[src/inc/cdi_pkg.sv]
package cdi_pkg;

  // Register indices; the byte address on the bus is four times the index
  localparam logic [7:0] CDI_IDX_RATE  = 8'h3f; // Secondary port rate code
  localparam logic [7:0] CDI_IDX_RHI   = 8'h40; // Ratio, upper six bits
  localparam logic [7:0] CDI_IDX_RLO   = 8'h41; // Ratio, lower eight bits
  localparam logic [7:0] CDI_IDX_ICFG  = 8'h42; // Interrupt configuration
  localparam logic [7:0] CDI_IDX_LATCH = 8'h44; // Latched event bits
  localparam logic [7:0] CDI_IDX_LIVE  = 8'h45; // Live event bits

  // Widths and reset values
  localparam int         CDI_REG_W     = 8;     // Register data width
  localparam int         CDI_RATE_W    = 6;     // Rate code width
  localparam int         CDI_RATIO_W   = 14;    // Full ratio width
  localparam int         CDI_RHI_W     = 6;     // Ratio high part width
  localparam int         CDI_RLO_W     = 8;     // Ratio low part width
  localparam int         CDI_RATE_LSB  = 2;     // Rate code position
  localparam logic [7:0] CDI_ICFG_RST  = 8'h00; // Config reset value
  localparam logic [7:0] CDI_STS_RST   = 8'h00; // Status reset value

  // Valid rate codes
  localparam logic [5:0] CDI_RATE_MIN  = 6'h01; // Highest nominal rate
  localparam logic [5:0] CDI_RATE_MAX  = 6'h28; // Lowest nominal rate

  // Configuration field positions
  localparam int CDI_POL_B = 7; // Interrupt polarity
  localparam int CDI_EVT_H = 6; // Event select, upper bit
  localparam int CDI_EVT_L = 5; // Event select, lower bit
  localparam int CDI_PDS_H = 4; // Fault power-down select, upper bit
  localparam int CDI_PDS_L = 3; // Fault power-down select, lower bit
  localparam int CDI_RDB_B = 2; // Latched readback select
  localparam int CDI_RCV_B = 1; // Fault recovery select
  localparam int CDI_CLR_B = 0; // Latch clear policy

  // Interrupt pulse timing
  localparam int CDI_CLK_KHZ   = 125000; // System clock rate
  localparam int CDI_PULSE_MS  = 2;      // Pulse width
  localparam int CDI_PERIOD_MS = 4;      // Repeat period
  localparam int CDI_PULSE_CYC  = CDI_PULSE_MS * CDI_CLK_KHZ;
  localparam int CDI_PERIOD_CYC = CDI_PERIOD_MS * CDI_CLK_KHZ;

  // Interrupt event behaviours
  typedef enum logic [1:0] {
    CDI_EV_LATCHED  = 2'b00,
    CDI_EV_LIVE     = 2'b01,
    CDI_EV_PERIODIC = 2'b10,
    CDI_EV_ONESHOT  = 2'b11
  } cdi_evmode_t;

  // Fault power-down selections
  typedef enum logic [1:0] {
    CDI_PD_NONE     = 2'b00,
    CDI_PD_UNMASKED = 2'b01,
    CDI_PD_ALL      = 2'b10,
    CDI_PD_RSVD     = 2'b11
  } cdi_pdsel_t;

  // Pulse generator states
  typedef enum logic [1:0] {
    CDI_IG_IDLE = 2'b00,
    CDI_IG_ON   = 2'b01,
    CDI_IG_OFF  = 2'b10
  } cdi_igst_t;

endpackage

[src/inc/cdi_irq_if.sv]
`timescale 1ns/100ps
// Event summary and settings handed to the interrupt pin generator
interface cdi_irq_if;
  import cdi_pkg::*;
  logic        pol;     // 1 = active high pin
  cdi_evmode_t mode;    // Event behaviour
  logic        pend;    // Unmasked latched event pending
  logic        live;    // Unmasked live event present
  logic        new_evt; // Unmasked event rose this cycle

  modport src (output pol, mode, pend, live, new_evt);
  modport gen (input  pol, mode, pend, live, new_evt);
endinterface

[src/core/cdi_irq_gen.sv]
`timescale 1ns/100ps
module cdi_irq_gen
  import cdi_pkg::*;
#(
  parameter int PULSE_CYC  = CDI_PULSE_CYC,  // Pulse width in cycles
  parameter int PERIOD_CYC = CDI_PERIOD_CYC  // Repeat period in cycles
) (
  input  wire logic clk_sys, // System clock
  input  wire logic sys_rst, // Synchronous reset
  cdi_irq_if.gen    ev,      // Event summary
  output logic      irq_o    // Interrupt pin level
);

  localparam int CW = $clog2(PERIOD_CYC + 1); // Counter width
  localparam logic [CW-1:0] ON_END  = CW'(PULSE_CYC - 1);
  localparam logic [CW-1:0] OFF_END = CW'(PERIOD_CYC - PULSE_CYC - 1);

  cdi_igst_t     st_ff;     // Pulse state
  cdi_igst_t     nxt_st;    // Next pulse state
  logic [CW-1:0] cnt_ff;    // Cycles spent in state
  logic [CW-1:0] nxt_cnt;   // Next count
  logic          irq_ff;    // Registered pin
  logic          nxt_irq;   // Next pin
  logic          act;       // Interrupt asserted, before polarity

  // Pulse timing and pin level
  always_comb begin
    nxt_st  = st_ff;
    nxt_cnt = cnt_ff + CW'(1);
    case (st_ff)
      CDI_IG_IDLE: begin
        nxt_cnt = '0;
        if ((ev.mode == CDI_EV_PERIODIC && ev.pend) ||
            (ev.mode == CDI_EV_ONESHOT && ev.new_evt)) begin
          nxt_st = CDI_IG_ON;
        end
      end
      CDI_IG_ON: begin
        if (cnt_ff == ON_END) begin
          nxt_cnt = '0;
          nxt_st  = (ev.mode == CDI_EV_PERIODIC) ? CDI_IG_OFF : CDI_IG_IDLE;
        end
      end
      CDI_IG_OFF: begin
        // Only the repeating mode rests here; a new period needs a pending event
        if (cnt_ff == OFF_END) begin
          nxt_cnt = '0;
          nxt_st  = ev.pend ? CDI_IG_ON : CDI_IG_IDLE;
        end
      end
      default: begin
        nxt_st  = CDI_IG_IDLE;
        nxt_cnt = '0;
      end
    endcase
    // Level modes never run the pulse timer
    if (ev.mode == CDI_EV_LATCHED || ev.mode == CDI_EV_LIVE) begin
      nxt_st  = CDI_IG_IDLE;
      nxt_cnt = '0;
    end
    case (ev.mode)
      CDI_EV_LATCHED: act = ev.pend;
      CDI_EV_LIVE:    act = ev.live;
      default:        act = (st_ff == CDI_IG_ON);
    endcase
    nxt_irq = ev.pol ? act : ~act;
  end

  // Pin idles high, which is the inactive level after reset
  always_ff @(posedge clk_sys) begin
    if (sys_rst) begin
      st_ff  <= CDI_IG_IDLE;
      cnt_ff <= '0;
      irq_ff <= 1'b1;
    end else begin
      st_ff  <= nxt_st;
      cnt_ff <= nxt_cnt;
      irq_ff <= nxt_irq;
    end
  end

  assign irq_o = irq_ff;
endmodule

[src/core/cdi_clock_detect_regs.sv]
`timescale 1ns/100ps
// What this block does
// Secondary rate code in bits 7-2 at 0x3F
// Codes 1..40 valid, others reserved
// Reserved status bits read zero
// Ratio upper six bits at 0x40
// Ratio lower eight bits at 0x41
// Status read-only, zero until detection
// Interrupt configuration read-write at 0x42, reset zero
// Polarity bit selects low or high pin
// Four event behaviours incl. 2 ms pulses
// Clear policy decides clear-on-read of latches
// Fault power-down select: none, unmasked, all
// Software joins high and low into 14 bits
module cdi_clock_detect_regs
  import cdi_pkg::*;
#(
  parameter int NUM_EVT    = 8,              // Event inputs, at most 8
  parameter int ADR_W      = 10,             // Byte address width
  parameter int PULSE_CYC  = CDI_PULSE_CYC,  // Interrupt pulse cycles
  parameter int PERIOD_CYC = CDI_PERIOD_CYC  // Interrupt period cycles
) (
  input  wire logic               clk_sys,     // System clock
  input  wire logic               sys_rst,     // Synchronous reset
  input  wire logic               wb_cyc_i,    // Bus cycle
  input  wire logic               wb_stb_i,    // Bus strobe
  input  wire logic               wb_we_i,     // Write enable
  input  wire logic [ADR_W-1:0]   wb_adr_i,    // Byte address
  input  wire logic [3:0]         wb_sel_i,    // Byte selects
  input  wire logic [31:0]        wb_dat_i,    // Write data
  output logic      [31:0]        wb_dat_o,    // Read data
  output logic                    wb_ack_o,    // Acknowledge
  input  wire logic               det_valid_i, // Detection result strobe
  input  wire logic [5:0]         rate_code_i, // Detected rate code
  input  wire logic [13:0]        ratio_i,     // Detected ratio
  input  wire logic [NUM_EVT-1:0] evt_live_i,  // Live event or fault bits
  input  wire logic [NUM_EVT-1:0] evt_mask_i,  // 1 = event masked
  output logic                    irq_o,       // Interrupt pin
  output logic                    chan_pd_o    // Channel and bias power-down
);

  // Register index from a word-aligned byte address
  function automatic logic [7:0] idx_of(input logic [ADR_W-1:0] a);
    idx_of = 8'(a >> 2);
  endfunction

  // Rate code within the documented table
  function automatic logic rate_ok(input logic [5:0] c);
    rate_ok = (c >= CDI_RATE_MIN) && (c <= CDI_RATE_MAX);
  endfunction

  logic [7:0]         idx;        // Decoded index
  logic               req;        // New request this cycle
  logic               go;         // Request completes this edge
  logic               wr_go;      // Write takes effect
  logic               rd_go;      // Read completes
  logic               ack_ff;     // Acknowledge
  logic               nxt_ack;    // Next acknowledge
  logic [31:0]        rdat_ff;    // Read data
  logic [31:0]        nxt_rdat;   // Next read data

  logic [5:0]         rate_ff;    // Secondary port rate code
  logic [5:0]         nxt_rate;   // Next rate code
  logic [13:0]        ratio_ff;   // Frame to clock ratio
  logic [13:0]        nxt_ratio;  // Next ratio
  logic [7:0]         icfg_ff;    // Interrupt configuration
  logic [7:0]         nxt_icfg;   // Next configuration
  logic [NUM_EVT-1:0] latch_ff;   // Latched events
  logic [NUM_EVT-1:0] nxt_latch;  // Next latched events
  logic [NUM_EVT-1:0] live_d_ff;  // Live bits, one cycle late
  logic [NUM_EVT-1:0] rise;       // Live bits that rose
  logic [NUM_EVT-1:0] clr;        // Latch bits cleared by this read
  logic               pd_ff;      // Power-down output
  logic               nxt_pd;     // Next power-down
  logic               flt;        // Fault counted for power-down
  logic [7:0]         latch_rd;   // Latched bits as read back
  cdi_pdsel_t         pdsel;      // Power-down select field

  cdi_irq_if ev ();               // Summary for the pin generator

  assign idx   = idx_of(wb_adr_i);
  assign req   = wb_cyc_i && wb_stb_i && !ack_ff;
  // Writes and read side effects land on the edge the master sees ack
  assign go    = wb_cyc_i && wb_stb_i && ack_ff;
  assign wr_go = go && wb_we_i && wb_sel_i[0];
  assign rd_go = go && !wb_we_i;
  assign rise  = evt_live_i & ~live_d_ff;
  assign pdsel = cdi_pdsel_t'(icfg_ff[CDI_PDS_H:CDI_PDS_L]);

  // Readback view of latches, optionally hiding masked bits
  always_comb begin
    latch_rd = '0;
    latch_rd[NUM_EVT-1:0] = icfg_ff[CDI_RDB_B] ? (latch_ff & ~evt_mask_i)
                                               : latch_ff;
  end

  // Bus answer: one wait state, data registered with ack
  always_comb begin
    nxt_ack  = req;
    nxt_rdat = rdat_ff;
    if (req) begin
      nxt_rdat = '0; // Unmapped indices and reserved bits read zero
      if (!wb_we_i) begin
        case (idx)
          CDI_IDX_RATE: nxt_rdat[7:CDI_RATE_LSB] = rate_ff;
          CDI_IDX_RHI:  nxt_rdat[CDI_RHI_W-1:0] =
                          ratio_ff[CDI_RATIO_W-1:CDI_RLO_W];
          CDI_IDX_RLO:  nxt_rdat[CDI_RLO_W-1:0] =
                          ratio_ff[CDI_RLO_W-1:0];
          CDI_IDX_ICFG: nxt_rdat[CDI_REG_W-1:0] = icfg_ff;
          CDI_IDX_LATCH: nxt_rdat[CDI_REG_W-1:0] = latch_rd;
          CDI_IDX_LIVE: nxt_rdat[NUM_EVT-1:0] = evt_live_i;
          default:      nxt_rdat = '0;
        endcase
      end
    end
  end

  // Bus registers
  always_ff @(posedge clk_sys) begin
    if (sys_rst) begin
      ack_ff  <= 1'b0;
      rdat_ff <= '0;
    end else begin
      ack_ff  <= nxt_ack;
      rdat_ff <= nxt_rdat;
    end
  end

  // Status capture, configuration, latches and power-down
  always_comb begin
    nxt_rate  = rate_ff;
    nxt_ratio = ratio_ff;
    nxt_icfg  = icfg_ff;
    // Status moves only with a detection result, never by a bus write
    if (det_valid_i) begin
      // Reserved detector codes are reported as code zero
      nxt_rate  = rate_ok(rate_code_i) ? rate_code_i : 6'h00;
      nxt_ratio = ratio_i;
    end
    if (wr_go && idx == CDI_IDX_ICFG) begin
      nxt_icfg = wb_dat_i[CDI_REG_W-1:0];
    end
    // Policy 1 clears every bit; policy 0 only those whose live bit is low
    clr = '0;
    if (rd_go && idx == CDI_IDX_LATCH) begin
      clr = icfg_ff[CDI_CLR_B] ? '1 : ~evt_live_i;
    end
    // A rising event in the clearing cycle still latches
    nxt_latch = (latch_ff & ~clr) | rise;
    case (pdsel)
      CDI_PD_UNMASKED: flt = |(evt_live_i & ~evt_mask_i);
      CDI_PD_ALL:      flt = |evt_live_i;
      default:         flt = 1'b0;
    endcase
    // Manual recovery keeps power-down until the latch read after the fault
    if (icfg_ff[CDI_RCV_B]) begin
      nxt_pd = flt || (pd_ff && !(rd_go && idx == CDI_IDX_LATCH));
    end else begin
      nxt_pd = flt;
    end
  end

  // State registers
  always_ff @(posedge clk_sys) begin
    if (sys_rst) begin
      rate_ff   <= CDI_STS_RST[CDI_RATE_W-1:0];
      ratio_ff  <= '0;
      icfg_ff   <= CDI_ICFG_RST;
      latch_ff  <= '0;
      live_d_ff <= '0;
      pd_ff     <= 1'b0;
    end else begin
      rate_ff   <= nxt_rate;
      ratio_ff  <= nxt_ratio;
      icfg_ff   <= nxt_icfg;
      latch_ff  <= nxt_latch;
      live_d_ff <= evt_live_i;
      pd_ff     <= nxt_pd;
    end
  end

  // Unmasked event summary for the pin generator
  assign ev.pol     = icfg_ff[CDI_POL_B];
  assign ev.mode    = cdi_evmode_t'(icfg_ff[CDI_EVT_H:CDI_EVT_L]);
  assign ev.pend    = |(latch_ff & ~evt_mask_i);
  assign ev.live    = |(evt_live_i & ~evt_mask_i);
  assign ev.new_evt = |(rise & ~evt_mask_i);

  cdi_irq_gen #(
    .PULSE_CYC  (PULSE_CYC),
    .PERIOD_CYC (PERIOD_CYC)
  ) u_irq (
    .clk_sys (clk_sys),
    .sys_rst (sys_rst),
    .ev      (ev),
    .irq_o   (irq_o)
  );

  assign wb_ack_o  = ack_ff;
  assign wb_dat_o  = rdat_ff;
  assign chan_pd_o = pd_ff;
endmodule

[config.mk]
export PLATFORM = sky130hd
export DESIGN_NAME = cdi_clock_detect_regs
export DESIGN_NICKNAME = d
export VERILOG_FILES = /design/src/inc/cdi_pkg.sv /design/src/inc/cdi_irq_if.sv /design/src/core/cdi_irq_gen.sv /design/src/core/cdi_clock_detect_regs.sv
export SDC_FILE = /design/constraint.sdc
export NUM_CORES = 1
export LEC_CHECK = 0
export BUFFER_PORTS_ARGS = -buffer_cell sky130_fd_sc_hd__buf_2
export CORE_MARGIN = 3
export CORE_UTILIZATION = 45
export CTS_CLUSTER_SIZE = 10
export DETAILED_ROUTE_END_ITERATION = 7
export HOLD_SLACK_MARGIN = 0.12
export PLACE_DENSITY = 0.73
export SLEW_MARGIN = 25
export SYNTH_ARGS = -nofsm -noshare
export SYNTH_HDL_FRONTEND = slang
export SYNTH_SLANG_ARGS = --single-unit
[constraint.sdc]
create_clock -name clk_sys -period 1.8 [get_ports clk_sys]
set_input_delay 0.36 -clock clk_sys [delete_from_list [all_inputs] [get_ports clk_sys]]
set_output_delay 0.36 -clock clk_sys [all_outputs]
set_load 0.005 [all_outputs]
* Word level (Yosys, flattened, before mapping)
Index checks and enable logic that the tools add are counted.
** Word-level totals
- Register bits after elaboration :: 100
- Input bits :: 88
- Output and inout bits :: 35
** Operators by class
- Add/subtract/negate cells :: 1
- Order comparisons :: 2
- Eq/ne operators :: 17
- Muxes and demuxes :: 18
- Bitwise gates (word level) :: 12
- Reductions and logical operators :: 28
** Operators by type and width (number)
- bitwise AND 8 bit :: 5
- equality test 8 x 7 -> 1 bit (second input constant) :: 5
- 2-to-1 mux 8 bit :: 4
- NOT 8 bit :: 4
- OR reduction 8 bit :: 4
- one-hot mux 4 bit (6 select lines) :: 1
- one-hot mux 2 bit (5 select lines) :: 2
- adder 19 x 1 -> 19 bit (second input constant) :: 1
- equality test 19 x 18 -> 1 bit (second input constant) :: 1
- logical AND 1 bit :: 12
- equality test 2 bit (second input constant) :: 4
- equality test 8 x 6 -> 1 bit (second input constant) :: 1
- 2-to-1 mux 2 bit :: 4
- bitwise OR 8 bit :: 1
- equality test 2 x 1 -> 1 bit (second input constant) :: 3
- >= comparator 6 x 1 -> 1 bit (second input constant) :: 1
- less-or-equal comparator 6 bit (second input constant) :: 1
- 2-to-1 mux 6 bit :: 1
- inequality test 2 x 1 -> 1 bit (second input constant) :: 3
- one-hot mux 2 bit (3 select lines) :: 1
- zero test 2 bit :: 2
- one-hot mux 1 bit (2 select lines) :: 2
- OR reduction 2 bit :: 2
- OR reduction 4 bit :: 1
- 5 further kinds :: 12

* Longest topological paths before layout
Gate-level depths: netlist (run 1).
- Word-level depth :: 8
- Mapped depth :: 7
- Mapped depth without buffers :: 6

* Hierarchy
A second synthesis (run 1) with hierarchy kept.
** Unflattened totals
- Cells, all modules :: 461
- Area total of the unflattened synthesis :: 4027.6 um2
** Modules (own cells, without submodules)
- cdi_clock_detect_regs :: times used 1, cells each 333, area each 2875.3 um2, sequential area each 1081.0 um2
- cdi_irq_gen :: times used 1, cells each 128, area each 1152.4 um2, sequential area each 440.4 um2

* Worst setup path after synthesis (run 1)
OpenSTA, ideal clock, no wires.
- Path kind :: reg2reg
- From :: register u_irq.cnt_ff[0]
- To :: register u_irq.st_ff[0]
- Data arrival time :: 1.709 ns
- Data required time :: 1.728 ns
- Path slack :: 0.019 ns
- Stages on the path, launching flop included :: 7
- Clock period less this slack :: 1.781 ns
- Path through :: dfxtp_1 > ha_1 > and3_1 > nand4_1 > or2_2 > a221oi_1 > mux2i_1
** Between the ends
- Longest elaborated chain between the ends :: 3
** RTL lines
- from (decl) :: RTL line cdi_irq_gen.sv:20 : logic [CW-1:0] cnt_ff;
- from (signal assigned) :: RTL line cdi_irq_gen.sv:77 : cnt_ff <= nxt_cnt;
- equality test 19 x 18 -> 1 bit * :: RTL line cdi_irq_gen.sv:39, cdi_irq_gen.sv:46
- inequality test 2 x 1 -> 1 bit (no source line)
- AND reduction 3 bit (no source line) *
- to (signal assigned) :: RTL line cdi_irq_gen.sv:76 : st_ff <= nxt_st;
- to (decl) :: RTL line cdi_irq_gen.sv:18 : cdi_igst_t st_ff;
Every way passes the cells marked *; elsewhere a longest branch is shown, timed or not.
A chain may end at the register's enable or synchronous reset.

* Worst setup path after layout (run 1)
- From :: register u_irq.cnt_ff[1]
- To :: register u_irq.st_ff[0]
The elaborated chain is that of the path after synthesis.

==> results of run 1 <==
## worst paths after layout
check | startpoint | to | slack (ns)
worst max-delay path | u_irq.cnt_ff[1] | u_irq.st_ff[0] | 0.08
worst min register to register | wb_dat_o[5] | wb_dat_o[5] | 0.45
worst max register to register | u_irq.cnt_ff[1] | u_irq.st_ff[0] | 0.08
worst min-delay path | ratio_i[11] | ratio_ff[11] | 0.24
## where the power goes
| part | switching (mW) | total [mW] | internal, mW |
|---|---|---|---|
| Combinational | 0.187 | 0.340 | 0.153 |
| Sequential | 0.0303 | 1.76 | 1.73 |
| Clock | 0.640 | 1.56 | 0.924 |
## critical path: cells and delay by family (launching register included)
kind | cells | cell delay [ns]
AO/OA/AOI/OAI | 1 | 0.34
flip-flops | 1 | 0.36
adder cells (fa/ha/maj) | 1 | 0.20
AND/OR/NAND/NOR | 3 | 0.53
multiplexers | 1 | 0.23
## layout by cell type, fill, tap and decap left out, drive strengths merged, types with 3 or more instances in the layout
master and n:
nor4b 3, nor3b 5, nand3 17, dfxtp 76, nand2 21, nor3 4
and4 6, clkinv 3, xor2 7, buf 88, clkbuf 10, nor2 68
nor4 3, nor2b 17, and2 4, nand4 3, a2bb2oi 6, conb 24
a21oi 18, bufinv 3, a32oi 4, and3b 3, xnor2 10, inv 18
o41ai 3, nand2b 10, and3 6, o21ai 16, a22oi 9, ha 7
o22ai 6, a221o 4, mux2i 31
## stage by stage
stage / worst slack (ns) / util [%] / TNS [ns]
3_3_place_gp: 0.00504 / 52.8 / 0
2_1_floorplan: 0.0194 / - / 0
3_5_place_dp: -0.0548 / 52.8 / -0.105
6_report: 0.0801 / 56.0 / 0
4_1_cts: 0.0441 / 55.8 / 0
5_1_grt: -0.0163 / 56.0 / -0.0272
## registers in the layout (all words and copies together), names as in the netlist
signal,count
live_d_ff,8
u_irq.irq_o,1
wb_ack_o,1
icfg_ff,8
wb_dat_o,8
rate_ff,6
u_irq.st_ff,2
latch_ff,8
ratio_ff,14
u_irq.cnt_ff,19
chan_pd_o,1
## final cells by class
type,count,share of cell area [%]
Tap cell,105,2.84
Sequential cell,76,32.9
Clock inverter,6,2.44
Timing Repair Buffer,88,11.1
Clock buffer,10,2.76
Multi-Input combinational cell,335,46.5
Inverter,18,1.46
## timing repair
action                                  in CTS  in global routing
pin swaps                                    0                  1
resized for setup                            1                  3
hold buffers                                 0                  0
endpoints found under the setup margin       2                  2
## metal layers
layer | GRT usage, % | share of wire [%] | vias to the layer above
met3 | 3.61 | 6.6 | 12
met2 | 28.8 | 44 | 134
li1 | - | - | 1685
met4 | 7.04 | 1.6 | 0
met1 | 26.9 | 48 | 1607
met5 | 0 | 0 | -
## kinds of logic (layout without fill, tap and decap cells)
group	count (synthesis)	in the layout
xor+xnor	17	17
flops	76	76
compound gates	75	75
simple gates	181	181
fa+ha+maj	7	7
other cells	1	24
buf+inv	56	122
mux	31	31
==> results.cfg, run 1 <==
[clocking]
clock_sinks = 76
post-cts-setup-buffer-count = 0
htree_levels = 3
root_buffer = clkbuf_8
cts_tree = built
cts_made_buffers = 9
clock_latency_ns = 0.35
clkTransAtPathRegs_ns = 0.08
cts_buffer_depth = 2

[grt]
grt_pass1_vias = 3144
grt_pass1_wl_um = 15000
grt-ovfl-total = 0
track_usage_pct = 19.0
grt_antenna_before_repair = 0
grt_max_degree = 57

[floorplan]
boundaryPins = 123
die-width_um = 98.7
die_y_um = 98.7
initial_core_util_pct = 46.8
core_area_sq_um = 8260
num_rows = 33
die-area_sq_um = 9730

[placed_design]
dp_cells = 622
placed_area_sq_um = 4360
io_buffers = 69
gp_congestion = 0.844
hpwl_um = 7130

[run_status]
status = completed

[setup_path]
critPathCaptureType = flip-flop
critPathRequiredTime_ns = 2.08
crit_type = reg2reg
critPathMaxFanout = 3
crit_chain = ha_2, and3_1, nand4_1, or2_4, a221oi_4, mux2i_1
reg2regPathDepth = 6
cp_slowest_stage_delay_ns = 0.36
arrival_ns = 2.00
cpMaxStageDelayCell = dfxtp_1
start_kind = flip-flop

[synthesis]
synth-simple-area-share_pct = 25.4
synth-edff-count = 0
yosys_most_used_dff = dfxtp_1
synth_common_cells = dfxtp_1, nor2_1, mux2i_1
avgSynthCellArea_sq_um = 8.70
yosys.area_share.adder_pct = 2.27
syn-cell-area_sq_um = 3860
synth_area_leaders = dfxtp_1, mux2i_1, nor2_1
ys_async_sr_fraction_pct = 0
ys_types = 51
synth_top_area_share_pct = 39.4
synth_largest_area_cell = dfxtp_1
synthXorXnorAreaFrac_pct = 3.85
synthMuxAreaShare_pct = 8.03
synth_compound_area_share_pct = 13.1
synth_cells = 444
synth_top_family_by_area = simple AND/OR/NAND/NOR gates
ys_ff_latch = 76
yosysWarnings = 0
seq_area_frac_synth_pct = 39.4
yosysMostFrequentCell = dfxtp_1

[cells_and_area]
final_nets = 623
n_fill_cell = 737
multi_input_area_sq_um = 2150
syn_to_final_growth_pct = 19.6
fin_cells = 638
design_area_sq_um = 4620
regArea_sq_um = 1520
n_antenna_cell = 0
drive_above_1_share_pct = 21.2

[sta]
holdWs_ns = 0.240
slew_headroom_pct = 62.1
fin_crit_ns = 1.72
worstMarginPinSlew_ns = 0.561
slew_violations = 0
fmax_ghz = 0.581
post-route-period-util_pct = 95.5
setup_violations = 0
finalHoldViolations = 0
skew_ns = 0.0110

[routing]
ant_nets = 0
wl_um = 9330
viasPerCell = 5.39
drc = 0
dr.pass1.iters = 5
wl_per_cell_um = 14.6
drtIter0Drc = 203
num_vias = 3438

[power]
total_power_mw = 3.67
ir_drop_v = 0.000545
power.density_nw_per_um2 = 793
p_leak_nw = 1.91

[worst_hold_path]
min_path_cells = 3
hp-class = in2reg

[job]
cap_viol_max_count = 0
No activity file was read; power rests on OpenSTA's default activity.
==> run 2: changes to the inputs <==
--- a/config.mk
+++ b/config.mk
@@ -5,13 +5,14 @@
 export SDC_FILE = /design/constraint.sdc
 export NUM_CORES = 1
 export LEC_CHECK = 0
+export ABC_AREA = 1
 export BUFFER_PORTS_ARGS = -buffer_cell sky130_fd_sc_hd__buf_2
 export CORE_MARGIN = 3
 export CORE_UTILIZATION = 45
 export CTS_CLUSTER_SIZE = 10
 export DETAILED_ROUTE_END_ITERATION = 7
 export HOLD_SLACK_MARGIN = 0.12
-export PLACE_DENSITY = 0.73
+export PLACE_DENSITY = 0.72
 export SLEW_MARGIN = 25
 export SYNTH_ARGS = -nofsm -noshare
 export SYNTH_HDL_FRONTEND = slang
==> run 2 against run 1 <==
Global-route usage is 0.98 points higher; sequential power about the same; setup slack improved by 0.16 ns; critical endpoint is now u_irq.cnt_ff[16]; fmax grew 9.9%; sequential share of layout area shrank 0.55 points; design area increased by 1.7%; highest routed layer unchanged; clock skew shrank 0.0012 ns; register-to-register slack better by 0.16 ns.
==> results.cfg, run 2 <==
[cells_and_area]
fin_cells = 782
top_register = u_irq.cnt_ff
n_antenna_cell = 0
largest_reg_flops = 19
layout_commonest_cell = nand2_1
largestRegisters = u_irq.cnt_ff (19), ratio_ff (14)
final_nets = 764
syn_to_final_growth_pct = 13.4
final_cell_mix = nand2_1, nor2_1, dfxtp_1
fin_util_pct = 53.1
drive_above_1_share_pct = 18.8

[sta]
fin_crit_ns = 1.56
slew_headroom_pct = 56.6
setup_violations = 0
finalHoldViolations = 0
slew_violations = 0
fmax_ghz = 0.639
finalSetupTns_ns = 0
rsz0062_at_grt = no
worstMarginPinSlew_ns = 0.650
post-route-period-util_pct = 86.9
skew_ns = 0.00977

[clocking]
clock_sinks = 76
clock_latency_ns = 0.35
clkTransAtPathRegs_ns = 0.08
htree_levels = 3
cts_tree = built
cts_made_buffers = 9
post-cts-setup-buffer-count = 0
root_buffer = clkbuf_8
cts_buffer_depth = 2
cts_hold_buffers = 0
cts-resized-gates = 0

[routing]
drtIter0Drc = 202
wl_per_cell_um = 12.8
viasPerCell = 5.03
dr.pass1.iters = 5
wl_um = 10000
ant_nets = 0
drc = 0
num_vias = 3933

[worst_hold_path]
hp-class = in2reg
min_from = ratio_i[9]

[setup_path]
crit_path_end = u_irq.cnt_ff[16]
startpoint = u_irq.cnt_ff[0]
critPathMaxFanout = 4
r2r-start = u_irq.cnt_ff[0]
worstReg2RegEnd = u_irq.cnt_ff[16]
critPathCaptureType = flip-flop
crit_type = reg2reg
critPathRequiredTime_ns = 2.03
arrival_ns = 1.79
start_kind = flip-flop
regToRegSetupSlack_ns = 0.24
reg2regPathDepth = 8

[placed_design]
io_buffers = 69
gp_congestion = 0.908
dp_cells = 766
hpwl_um = 7830

[grt]
grt_max_degree = 29
grt_pass1_wl_um = 16500
grt_antenna_before_repair = 0
track_usage_pct = 20.0
grt-ovfl-total = 0
grt_pass1_vias = 3657

[floorplan]
initial_core_util_pct = 46.8
die_y_um = 102
die-width_um = 102
boundaryPins = 123
core_area_sq_um = 8850
num_rows = 34
die-area_sq_um = 10400

[run_status]
status = completed

[synthesis]
ys_async_sr_fraction_pct = 0
ys_ff_latch = 76
synth_area_leaders = dfxtp_1, nand2_1, nor2_1
synth-edff-count = 0
avgSynthCellArea_sq_um = 6.96
yosysWarnings = 0
synth_cells = 596
seq_area_frac_synth_pct = 36.7
synth_largest_area_cell = dfxtp_1
synth_common_cells = nand2_1, nor2_1, dfxtp_1
yosys_most_used_dff = dfxtp_1
synth_top_area_share_pct = 36.7
yosysMostFrequentCell = nand2_1
syn-cell-area_sq_um = 4150
ys_types = 40

[power]
power.density_nw_per_um2 = 726
ir_drop_v = 0.000423
p_leak_nw = 2.11
total_power_mw = 3.41

[job]
cap_viol_max_count = 0
==> run 2: cell types whose count changed after synthesis, moves of 10 or more <==
cell	change
nor2b_1	-17
nand2_1	+86
a21oi_1	+20
nand3_1	+27
nor2_1	+22
nand2b_1	-10
mux2i_1	-31
o21ai_0	+38
inv_1	+50
==> run 2: cell families (layout without fill, tap and decap cells) <==
family,Yosys count,after routing,synth area share [%]
AND/OR/NAND/NOR,287,287,32.8
AO/OA/AOI/OAI,111,111,14.4
buffers and inverters,108,163,12.6
flip-flops,76,76,36.7
adder cells (fa/ha/maj),7,7,2.11
XOR/XNOR,6,6,1.27
other,1,24,0.0905
==> run 2: how the worst min path moves through the flow <==
stage | end | slack, ns | cells past startpoint
finish | ratio_ff[9] | 0.23 | 3
global route | ratio_ff[9] | 0.23 | 3
CTS | ratio_ff[3] | 0.23 | 3
detailed placement | ratio_ff[4] | 0.45 | 2
global placement | ratio_ff[4] | 0.44 | 2
floorplan | u_irq.cnt_ff[0] | 0.43 | 1
==> run 2: power breakdown <==
part | switching (mW) | total [mW] | leakage, nW | internal [mW]
registers | 0.0267 | 1.76 | 0.622 | 1.74
logic | 0.217 | 0.343 | 1.39 | 0.126
clock network | 0.628 | 1.31 | 0.100 | 0.678
total | 0.872 | 3.41 | 2.11 | 2.54
==> run 2: final cells by class <==
cell class | count | area [sq um]
clock inverters | 4 | 48.8
fillers | 873 | 4150
repair buffers | 76 | 398
multi-input cells | 435 | 2190
well taps | 108 | 135
flip-flops and latches | 76 | 1520
clock buffers | 12 | 145
inverters | 71 | 267
==> run 2: per-stage QoR <==
| step | cell area [sq um] | hold WS [ns] | setup slack (ns) |
|---|---|---|---|
| after detailed placement | 4510 | 0.447 | 0.0687 |
| after global placement | 4510 | 0.441 | 0.102 |
| after floorplan | 4230 | 0.429 | 0.409 |
| after global routing | 4700 | 0.229 | 0.122 |
| after CTS | 4700 | 0.225 | 0.232 |
| final | 4700 | 0.231 | 0.235 |
==> run 2: per-layer routing <==
metal | GRT usage (%) | vias to the layer above | share of wire (%)
li1 | - | 2013 | -
met1 | 25.3 | 1786 | 45
met2 | 33.3 | 113 | 48
met3 | 4.16 | 21 | 4.6
met4 | 7.77 | 0 | 2.5
met5 | 0 | - | 0
==> run 2: critical path: stages, from the launching register on <==
cell	delay [ns]
dfxtp_1	0.38
ha_1	0.22
nand3_2	0.14
nor2_4	0.15
nand3b_4	0.11
nor2_2	0.13
inv_2	0.07
nor3_1	0.17
nor3b_2	0.07
